==> src/rtl/block_sequencer_regs.vh <==
`ifndef BLOCK_SEQUENCER_REGS_VH
`define BLOCK_SEQUENCER_REGS_VH

// Register byte offsets on the AHB-Lite slave.
`define OFS_CONTROL 8'h00
`define OFS_BLOCK_PTR 8'h04
`define OFS_NORMAL_EN 8'h08
`define OFS_URGENT_EN 8'h0C
`define OFS_POLL_MASK 8'h10
`define OFS_STATUS 8'h14

// Control register fields.
`define CTL_START 0
`define CTL_URGENT_ACK 1
`define CTL_RETRY_LO 2
`define CTL_RETRY_HI 4

// Interrupt enable fields.
`define NEN_CONTINUE 0
`define NEN_POLL 1
`define UEN_TERMINATOR 0

// Reset values.
`define RST_BLOCK_PTR 16'h0000
`define RST_POLL_MASK 16'h0000
`define RST_RETRY 3'h0

// Command block word offsets from the block start address.
`define BLK_CTRL 16'h0001
`define BLK_CMD1 16'h0002
`define BLK_CMD2 16'h0003
`define BLK_DPTR 16'h0004
`define BLK_STAT1 16'h0005
`define BLK_STAT2 16'h0006
`define BLK_TAIL 16'h0007

// Control word fields.
`define CW_ERROR 15
`define CW_SKIP 14
`define CW_CONTINUE 13
`define CW_POLL 12
`define CW_RETRY 11
`define CW_TERMINATOR 10
`define CW_RT2RT 9
`define CW_MONITOR 8
`define CW_DELAY_HI 7

// Timing: clock period, delay step and least gap, all in ns.
`define CLK_PERIOD_NS 4
`define DELAY_STEP_NS 16000
`define MIN_GAP_NS 4000
`define DELAY_STEP_CYCLES (`DELAY_STEP_NS / `CLK_PERIOD_NS)
`define MIN_GAP_CYCLES ((`MIN_GAP_NS + `CLK_PERIOD_NS - 1) / `CLK_PERIOD_NS)

`endif

==> src/rtl/block_sequencer.v <==
// Overview of operation
// - Host seeds block pointer; device advances it.
// - Run blocks in order until list terminator.
// - Head pointer word is never accessed.
// - Invalid terminal response sets control bit 15.
// - Skip bit bypasses message, goes next.
// - Bit 13 pulses normal interrupt when enabled.
// - Bit 12 enables polling comparison on status.
// - Bit 11 enables retry with global parameters.
// - Terminator halts after message, urgent interrupt.
// - Bit 9 means terminal-to-terminal transfer.
// - Bit 8 monitors and stores transfer data.
// - Bits 7-0 set delay; zero disables timer.
// - One delay count is sixteen microseconds.
// - At least four microseconds between messages of one run.
// - Skipped block still waits programmed delay, unless it terminates.
// - Long message simply completes, then proceeds.
// - Skip with terminator still raises urgent interrupt.
// - Skip with continue still raises normal interrupt.
// - Second command word used only for transfers.
// - Status one stored unless skipped; status two transfers.
// - Follow tail pointer to next block.
// - Mask and status overlap raises poll interrupt.
// - Block start reads control, command one, data pointer.
// - Command two fourth word; status sixth, seventh.
//
// The register offsets and the AHB-Lite slave port were decided locally.
`include "block_sequencer_regs.vh"

module block_sequencer #(
    parameter STEP_CYCLES = `DELAY_STEP_CYCLES,
    parameter GAP_CYCLES = `MIN_GAP_CYCLES
) (
    input wire hclk,
    input wire hresetn,
    input wire ce,
    input wire hsel,
    input wire [31:0] haddr,
    input wire [1:0] htrans,
    input wire hwrite,
    input wire [2:0] hsize,
    input wire [31:0] hwdata,
    input wire hready,
    output wire hreadyout,
    output wire hresp,
    output reg [31:0] hrdata,
    output reg mem_req,
    output reg mem_we,
    output reg [15:0] mem_addr,
    output reg [15:0] mem_wdata,
    input wire mem_ack,
    input wire [15:0] mem_rdata,
    output reg msg_start,
    output reg [15:0] msg_cmd1,
    output reg [15:0] msg_cmd2,
    output reg [15:0] msg_data_ptr,
    output reg msg_rt2rt,
    output reg msg_monitor,
    output reg msg_retry_en,
    output wire [2:0] msg_retry_cfg,
    input wire msg_done,
    input wire msg_invalid,
    input wire [15:0] msg_stat1,
    input wire [15:0] msg_stat2,
    output reg normal_irq,
    output wire urgent_irq_n
);
    localparam S_IDLE = 4'h0;
    localparam S_RD_CTRL = 4'h1;
    localparam S_RD_CMD1 = 4'h2;
    localparam S_RD_DPTR = 4'h3;
    localparam S_RD_CMD2 = 4'h4;
    localparam S_DISPATCH = 4'h5;
    localparam S_WAIT_MSG = 4'h6;
    localparam S_WR_ST1 = 4'h7;
    localparam S_WR_ST2 = 4'h8;
    localparam S_WR_CTRL = 4'h9;
    localparam S_WAIT_TMR = 4'hA;
    localparam S_RD_TAIL = 4'hB;

    reg [3:0] state_q;
    reg [15:0] block_ptr_q;
    reg [15:0] ctrl_word_q;
    reg [15:0] poll_mask_q;
    reg [1:0] normal_en_q;
    reg urgent_en_q;
    reg [2:0] retry_cfg_q;
    reg urgent_q;
    reg [7:0] steps_q;
    reg [11:0] pre_q;
    reg [11:0] gap_q;
    reg wr_pend_q;
    reg [7:0] wr_addr_q;
    reg start_req_q;
    reg urgent_ack_q;

    wire busy = (state_q != S_IDLE);
    wire acc_ok = hsel && hready && htrans[1];
    wire timer_idle = (steps_q == 8'h00) && (gap_q == 12'h000);
    wire poll_hit = |(poll_mask_q & msg_stat1);

    assign hreadyout = 1'b1;
    assign hresp = 1'b0;
    assign urgent_irq_n = ~urgent_q;
    assign msg_retry_cfg = retry_cfg_q;

    function [31:0] read_mux;
        input [7:0] ofs;
        begin
            case (ofs)
                `OFS_CONTROL: read_mux = {27'h0, retry_cfg_q, 2'h0};
                `OFS_BLOCK_PTR: read_mux = {16'h0000, block_ptr_q};
                `OFS_NORMAL_EN: read_mux = {30'h0, normal_en_q};
                `OFS_URGENT_EN: read_mux = {31'h0, urgent_en_q};
                `OFS_POLL_MASK: read_mux = {16'h0000, poll_mask_q};
                `OFS_STATUS: read_mux = {ctrl_word_q, 10'h000, urgent_q, busy, state_q};
                default: read_mux = 32'h0000_0000;
            endcase
        end
    endfunction

    // Bus slave: zero wait states, writes land in the data phase.
    always @(posedge hclk or negedge hresetn) begin
        if (!hresetn) begin
            hrdata <= 32'h0000_0000;
            wr_pend_q <= 1'b0;
            wr_addr_q <= 8'h00;
            normal_en_q <= 2'h0;
            urgent_en_q <= 1'b0;
            poll_mask_q <= `RST_POLL_MASK;
            retry_cfg_q <= `RST_RETRY;
            start_req_q <= 1'b0;
            urgent_ack_q <= 1'b0;
        end else if (ce) begin
            start_req_q <= 1'b0;
            urgent_ack_q <= 1'b0;
            if (hready) begin
                wr_pend_q <= acc_ok && hwrite;
                wr_addr_q <= haddr[7:0];
            end
            if (acc_ok && !hwrite) begin
                hrdata <= read_mux(haddr[7:0]);
            end
            if (wr_pend_q) begin
                case (wr_addr_q)
                    `OFS_CONTROL: begin
                        start_req_q <= hwdata[`CTL_START];
                        urgent_ack_q <= hwdata[`CTL_URGENT_ACK];
                        retry_cfg_q <= hwdata[`CTL_RETRY_HI:`CTL_RETRY_LO];
                    end
                    `OFS_NORMAL_EN: normal_en_q <= hwdata[1:0];
                    `OFS_URGENT_EN: urgent_en_q <= hwdata[`UEN_TERMINATOR];
                    `OFS_POLL_MASK: poll_mask_q <= hwdata[15:0];
                    default: ;
                endcase
            end
        end
    end

    // Delay timer runs from message start; the least gap runs from message end.
    always @(posedge hclk or negedge hresetn) begin
        if (!hresetn) begin
            steps_q <= 8'h00;
            pre_q <= 12'h000;
            gap_q <= 12'h000;
        end else if (ce) begin
            if (state_q == S_DISPATCH) begin
                steps_q <= ctrl_word_q[`CW_DELAY_HI:0];
                pre_q <= STEP_CYCLES[11:0] - 12'h001;
            end else if (steps_q != 8'h00) begin
                if (pre_q == 12'h000) begin
                    pre_q <= STEP_CYCLES[11:0] - 12'h001;
                    steps_q <= steps_q - 8'h01;
                end else begin
                    pre_q <= pre_q - 12'h001;
                end
            end
            if (state_q == S_WAIT_MSG && msg_done) begin
                gap_q <= GAP_CYCLES[11:0];
            end else if (gap_q != 12'h000) begin
                gap_q <= gap_q - 12'h001;
            end
        end
    end

    // Block walker. The head pointer at offset zero is never addressed.
    always @(posedge hclk or negedge hresetn) begin
        if (!hresetn) begin
            state_q <= S_IDLE;
            block_ptr_q <= `RST_BLOCK_PTR;
            ctrl_word_q <= 16'h0000;
            urgent_q <= 1'b0;
            normal_irq <= 1'b0;
            mem_req <= 1'b0;
            mem_we <= 1'b0;
            mem_addr <= 16'h0000;
            mem_wdata <= 16'h0000;
            msg_start <= 1'b0;
            msg_cmd1 <= 16'h0000;
            msg_cmd2 <= 16'h0000;
            msg_data_ptr <= 16'h0000;
            msg_rt2rt <= 1'b0;
            msg_monitor <= 1'b0;
            msg_retry_en <= 1'b0;
        end else if (ce) begin
            normal_irq <= 1'b0;
            msg_start <= 1'b0;
            if (urgent_ack_q) begin
                urgent_q <= 1'b0;
            end
            if (mem_ack) begin
                mem_req <= 1'b0;
            end
            case (state_q)
                S_IDLE: begin
                    if (wr_pend_q && wr_addr_q == `OFS_BLOCK_PTR) begin
                        block_ptr_q <= hwdata[15:0];
                    end
                    if (start_req_q) begin
                        mem_req <= 1'b1;
                        mem_we <= 1'b0;
                        mem_addr <= block_ptr_q + `BLK_CTRL;
                        state_q <= S_RD_CTRL;
                    end
                end
                S_RD_CTRL: begin
                    if (mem_ack) begin
                        ctrl_word_q <= mem_rdata;
                        if (mem_rdata[`CW_CONTINUE] && normal_en_q[`NEN_CONTINUE]) begin
                            normal_irq <= 1'b1;
                        end
                        mem_req <= 1'b1;
                        mem_addr <= block_ptr_q + `BLK_CMD1;
                        state_q <= S_RD_CMD1;
                    end
                end
                S_RD_CMD1: begin
                    if (mem_ack) begin
                        msg_cmd1 <= mem_rdata;
                        mem_req <= 1'b1;
                        mem_addr <= block_ptr_q + `BLK_DPTR;
                        state_q <= S_RD_DPTR;
                    end
                end
                S_RD_DPTR: begin
                    if (mem_ack) begin
                        msg_data_ptr <= mem_rdata;
                        if (ctrl_word_q[`CW_RT2RT] && !ctrl_word_q[`CW_SKIP]) begin
                            mem_req <= 1'b1;
                            mem_addr <= block_ptr_q + `BLK_CMD2;
                            state_q <= S_RD_CMD2;
                        end else begin
                            state_q <= S_DISPATCH;
                        end
                    end
                end
                S_RD_CMD2: begin
                    if (mem_ack) begin
                        msg_cmd2 <= mem_rdata;
                        state_q <= S_DISPATCH;
                    end
                end
                S_DISPATCH: begin
                    // Starts at once; the previous block's delay and gap were waited out before its tail read.
                    if (ctrl_word_q[`CW_SKIP]) begin
                        state_q <= S_WAIT_TMR;
                    end else begin
                        msg_start <= 1'b1;
                        msg_rt2rt <= ctrl_word_q[`CW_RT2RT];
                        msg_monitor <= ctrl_word_q[`CW_RT2RT] & ctrl_word_q[`CW_MONITOR];
                        msg_retry_en <= ctrl_word_q[`CW_RETRY];
                        state_q <= S_WAIT_MSG;
                    end
                end
                S_WAIT_MSG: begin
                    if (msg_done) begin
                        if (msg_invalid) begin
                            ctrl_word_q[`CW_ERROR] <= 1'b1;
                        end
                        if (ctrl_word_q[`CW_POLL] && normal_en_q[`NEN_POLL] && poll_hit) begin
                            normal_irq <= 1'b1;
                        end
                        mem_req <= 1'b1;
                        mem_we <= 1'b1;
                        mem_addr <= block_ptr_q + `BLK_STAT1;
                        mem_wdata <= msg_stat1;
                        state_q <= S_WR_ST1;
                    end
                end
                S_WR_ST1: begin
                    if (mem_ack) begin
                        if (msg_rt2rt) begin
                            mem_req <= 1'b1;
                            mem_addr <= block_ptr_q + `BLK_STAT2;
                            mem_wdata <= msg_stat2;
                            state_q <= S_WR_ST2;
                        end else if (ctrl_word_q[`CW_ERROR]) begin
                            mem_req <= 1'b1;
                            mem_addr <= block_ptr_q + `BLK_CTRL;
                            mem_wdata <= ctrl_word_q;
                            state_q <= S_WR_CTRL;
                        end else begin
                            mem_we <= 1'b0;
                            state_q <= S_WAIT_TMR;
                        end
                    end
                end
                S_WR_ST2: begin
                    if (mem_ack) begin
                        if (ctrl_word_q[`CW_ERROR]) begin
                            mem_req <= 1'b1;
                            mem_addr <= block_ptr_q + `BLK_CTRL;
                            mem_wdata <= ctrl_word_q;
                            state_q <= S_WR_CTRL;
                        end else begin
                            mem_we <= 1'b0;
                            state_q <= S_WAIT_TMR;
                        end
                    end
                end
                S_WR_CTRL: begin
                    if (mem_ack) begin
                        mem_we <= 1'b0;
                        state_q <= S_WAIT_TMR;
                    end
                end
                S_WAIT_TMR: begin
                    // A message longer than the delay finds the timer already empty.
                    if (ctrl_word_q[`CW_TERMINATOR]) begin
                        if (urgent_en_q) begin
                            urgent_q <= 1'b1;
                        end
                        state_q <= S_IDLE;
                    end else if (timer_idle) begin
                        mem_req <= 1'b1;
                        mem_addr <= block_ptr_q + `BLK_TAIL;
                        state_q <= S_RD_TAIL;
                    end
                end
                S_RD_TAIL: begin
                    if (mem_ack) begin
                        block_ptr_q <= mem_rdata;
                        mem_req <= 1'b1;
                        mem_addr <= mem_rdata + `BLK_CTRL;
                        state_q <= S_RD_CTRL;
                    end
                end
                default: state_q <= S_IDLE;
            endcase
        end
    end
endmodule

==> config.mk <==
export PLATFORM = sky130hd
export DESIGN_NAME = block_sequencer
export DESIGN_NICKNAME = d
export VERILOG_FILES = /design/src/rtl/block_sequencer.v
export VERILOG_INCLUDE_DIRS = /design/src /design/src/rtl
export SDC_FILE = /design/constraint.sdc
export NUM_CORES = 1
export LEC_CHECK = 0
export BUFFER_PORTS_ARGS = -buffer_cell sky130_fd_sc_hd__buf_4
export CAP_MARGIN = 0
export CORE_MARGIN = 2
export CORE_UTILIZATION = 56
export CTS_CLUSTER_DIAMETER = 200
export DETAILED_ROUTE_END_ITERATION = 6
export GPL_ROUTABILITY_DRIVEN = 0
export GPL_TIMING_DRIVEN = 0
export PLACE_DENSITY = 0.79
export SYNTH_ARGS = -nofsm -noshare
export SYNTH_HDL_FRONTEND = slang
export SYNTH_SLANG_ARGS = --single-unit
==> constraint.sdc <==
create_clock -name hclk -period 3.3 [get_ports hclk]
set_input_delay 0.66 -clock hclk [delete_from_list [all_inputs] [get_ports hclk]]
set_output_delay 0.66 -clock hclk [all_outputs]
set_load 0.005 [all_outputs]
==> flow_summary_export.csv <==
group,metric,value,unit
run_status,outcome,"complete, but fails checks",
run_status,failed_checks,"design-rule violations",
cts,cts_tree,"built",
critical_path,crit_path_top_delay_cell,"a2111oi_0",
power,p_seq_share,33.2,%
finish,syn_to_final_growth,21.8,%
finish,drive_gt1_share,28.0,%
global_routing,grt_pass1_wl,65200,µm
place,dp_slack,-133,ps
yosys,synth_top_family_by_area,"compound AO/OA/AOI/OAI gates",
yosys,synth_edf_count,0,
power,switchingPower,5.54,mW
route,drt_pass1_iterations,7,
route,num_vias,11900,
yosys,yosys-top-cells-count,"221 x dfrtp_1, 147 x nand2_1, 99 x mux2_2, 84 x nor2_1, 73 x o21ai_0",
sta,timing.final.crit_share,97.4,%
power,finalPower,13.5,mW
sta,fmax,311,MHz
critical_path,cp-end-kind,"flip-flop",
global_routing,antenna_found_initial,2,
power,power.density,892,nW/µm²
global_routing,grt_max_degree,120,
yosys,ys.flop_type,"dfrtp_1",
sta,fin_hold_ws,122,ps
cts,cts_made_buffers,24,
cts,clock-root-buffer,"clkbuf_16",
die,dieArea,23400,µm²
power,power_frac_comb,45.5,%
cts,clock_path_buffers,3,
yosys,synth_xor_xnor_area_share,4.51,%
die,core_area,21800,µm²
die,die_height,153,µm
die,placementRows,54,
critical_path,criticalPathCategory,"reg -> reg",
critical_path,r2r_end,"mem_addr[5]$_DFFE_PN0P_",
place,portBuffers,195,
place,dpl.hpwl,30700,µm
cts,clock-sinks,221,
yosys,synth_area_per_cell,9.82,µm²
route,drc,12,
sta,setup_tns,0,ps
sta,max_slew_margin,40.0,%
critical_path,cp_data_arrival_time,3640,ps
yosys,synth_compound_area_share,18.9,%
yosys,netlist_area,12400,µm²
sta,hold_violations,0,
yosys,synth_top_area_share,44.5,%
die,start_util,56.9,%
die,die_x,153,µm
route,wl_per_cell,23.8,µm
yosys,synth_nets,1406,
cts,post-cts-setup-buffer-count,0,
route,drt_iter0_drc,1652,
critical_path,reg2reg_setup_slack,80,ps
flow_run,cap_violations,0,
sta,report.final.slew_viol_count,0,
critical_path,crit_top_cell,"a21o_1",
yosys,synth.most_common_cell,"dfrtp_1",
finish,fillers,1678,
sta,setup-violations-final,0,
yosys,synthAdderAreaFrac,1.57,%
yosys,synth_mux_area_share,9.14,%
route,viasPerCell,6.64,
sta,skew,12.2,ps
cts,worstSkewPairLatency,530,ps
cts,cts_hold_buf,0,
power,total_leakage_power,6.63,nW
route,wirelength,42600,µm
cts,htreeDepth,1,
yosys,synth-simple-area-share,16.7,%
global_routing,grt_pass1_vias,11600,
yosys,seq_area_frac_synth,44.5,%
yosys,yosys_warnings,0,
finish,post-route-util,69.3,%
yosys,yosysTopAreaCell,"dfrtp_1",
global_routing,overflow,0,
route,drtAntennaViolNets,0,
cts,clk_pin_slew,70,ps
critical_path,crit_chain,"buf_2, clkinv_1, ha_1, nand3b_1, xor2_1, a21o_1, a221oi_1, a2111oi_0, a211oi_1, a21o_1",
power,swShare,41.0,%
critical_path,crit_required,3730,ps
critical_path,max_stage_delay,490,ps
power,peakVddDrop,571,µV
die,ios,251,
power,p_int,7.95,mW
finish,nets,1628,
critical_path,r2r_cells,10,
critical_path,worstPathMaxFanout,8,
sta,rsz0062_at_grt,"false",
sta,fin_ws,84.3,ps
sta,tightestPinTransition,898,ps
yosys,netlist_instances,1265,
yosys,synth.ff_latch_count,221,
yosys,synth_cell_types,86,
yosys,synth.area.top_cells,"dfrtp_1 45%, mux2_2 9.0%, nand2_1 4.4%, o21ai_0 2.9%, xnor2_1 2.7%",
critical_path,r2r_start,"block_ptr_q[1]$_DFFE_PN0P_",
sta,period_needed,3220,ps
power,power_frac_clock,21.3,%
min_path,min_path_type,"in -> async",
global_routing,grt_use_total,35.3,%
yosys,async_reset_ff_share,100,%
critical_path,startpoint_type,"flip-flop",
==> power groups by stage <==
stage          combinational [mW]  sequential (mW)  clock (mW)
6_report                     6.14             4.47        2.88
3_5_place_dp                 5.89             4.46           0
3_3_place_gp                 5.75             4.43           0
2_1_floorplan                3.75             4.26           0
5_1_grt                      6.53             4.56        3.00
4_1_cts                      5.96             4.44        2.89
==> registers in the layout, indices dropped and copies added (netlist names), 2 cells and up <==
register	count
hrdata	32
block_ptr_q	16
ctrl_word_q	16
mem_addr	16
mem_wdata	16
msg_cmd1	16
msg_cmd2	16
msg_data_ptr	16
poll_mask_q	16
gap_q	12
pre_q	12
steps_q	8
wr_addr_q	8
state_q	4
msg_retry_cfg	3
normal_en_q	2
==> final cells by class <==
| class | instances | area, µm² | area share [%] |
|---|---|---|---|
| flip-flops and latches | 221 | 5530 | 36.6 |
| plain buffers | 96 | 483 | 3.19 |
| clock buffers | 32 | 681 | 4.50 |
| well taps | 280 | 350 | 2.32 |
| clock inverters | 12 | 163 | 1.08 |
| multi-input cells | 926 | 6330 | 41.9 |
| inverters | 22 | 82.6 | 0.546 |
| diodes | 1 | 2.50 | 0.0165 |
| repair buffers | 196 | 1500 | 9.91 |
==> worst max-delay path, delay by kind of cell, from the launching register on <==
family | cells | cell delay [ps]
flops | 1 | 450
xor+xnor | 1 | 330
buf+inv | 2 | 600
fa+ha+maj | 1 | 350
simple gates | 1 | 350
compound gates | 5 | 1030
==> placed cells by master, fill, tap and decap left out, types with 14 or more instances in the layout <==
cell type	n
o21ai_0	73
a22o_1	27
mux2_2	99
nor3_1	29
a22oi_1	21
dfrtp_1	221
clkbuf_16	24
nor2_1	84
a222oi_1	19
nand4_1	20
clkbuf_1	45
xnor2_1	38
nand3_1	30
nor4_1	16
ha_1	14
nand2_1	147
a21oi_1	47
inv_1	21
buf_4	206
a31oi_1	26
buf_2	37
xor2_1	26
==> layer usage <==
layer  wire length (µm)  share of wire, %  global-route usage (%)
met1              15800                37                    45.1
met2              19400                45                    55.9
met3               5030                12                    8.99
met5                  0                 0                       0
met4               2360               5.6                    17.9
==> worst max-delay path by stage <==
stage	start	end	slack, ps	cells past startpoint
2_1_floorplan	state_q[3]$_DFFE_PN0P_	mem_addr[12]$_DFFE_PN0P_	670	13
3_3_place_gp	state_q[0]$_DFFE_PN0P_	mem_addr[11]$_DFFE_PN0P_	-90	11
3_5_place_dp	state_q[0]$_DFFE_PN0P_	mem_addr[11]$_DFFE_PN0P_	-130	11
4_1_cts	state_q[0]$_DFFE_PN0P_	mem_addr[11]$_DFFE_PN0P_	150	11
5_1_grt	state_q[1]$_DFFE_PN0P_	mem_addr[12]$_DFFE_PN0P_	50	12
6_report	block_ptr_q[1]$_DFFE_PN0P_	mem_addr[5]$_DFFE_PN0P_	80	10
==> cells by family (layout without fill, tap and decap cells) <==
family | after synthesis | count (layout)
AO/OA/AOI/OAI | 333 | 333
multiplexers | 101 | 101
buffers and inverters | 118 | 358
AND/OR/NAND/NOR | 411 | 411
flip-flops | 221 | 221
XOR/XNOR | 64 | 64
adder cells (fa/ha/maj) | 15 | 15
other | 2 | 3
==> per-stage QoR <==
step	instances	instance area, µm²
2_1_floorplan	1265	12400
3_3_place_gp	1740	14200
3_5_place_dp	1741	14300
4_1_cts	1785	15100
5_1_grt	1785	15100
6_report	1786	15100
==> timing repair <==
| item | CTS | global route |
|---|---|---|
| endpoints found under the hold margin | 0 | 0 |
| endpoints found under the setup margin | 1 | 1 |
| resized for setup | 2 | 1 |
(Power assumes the default switching activity.)
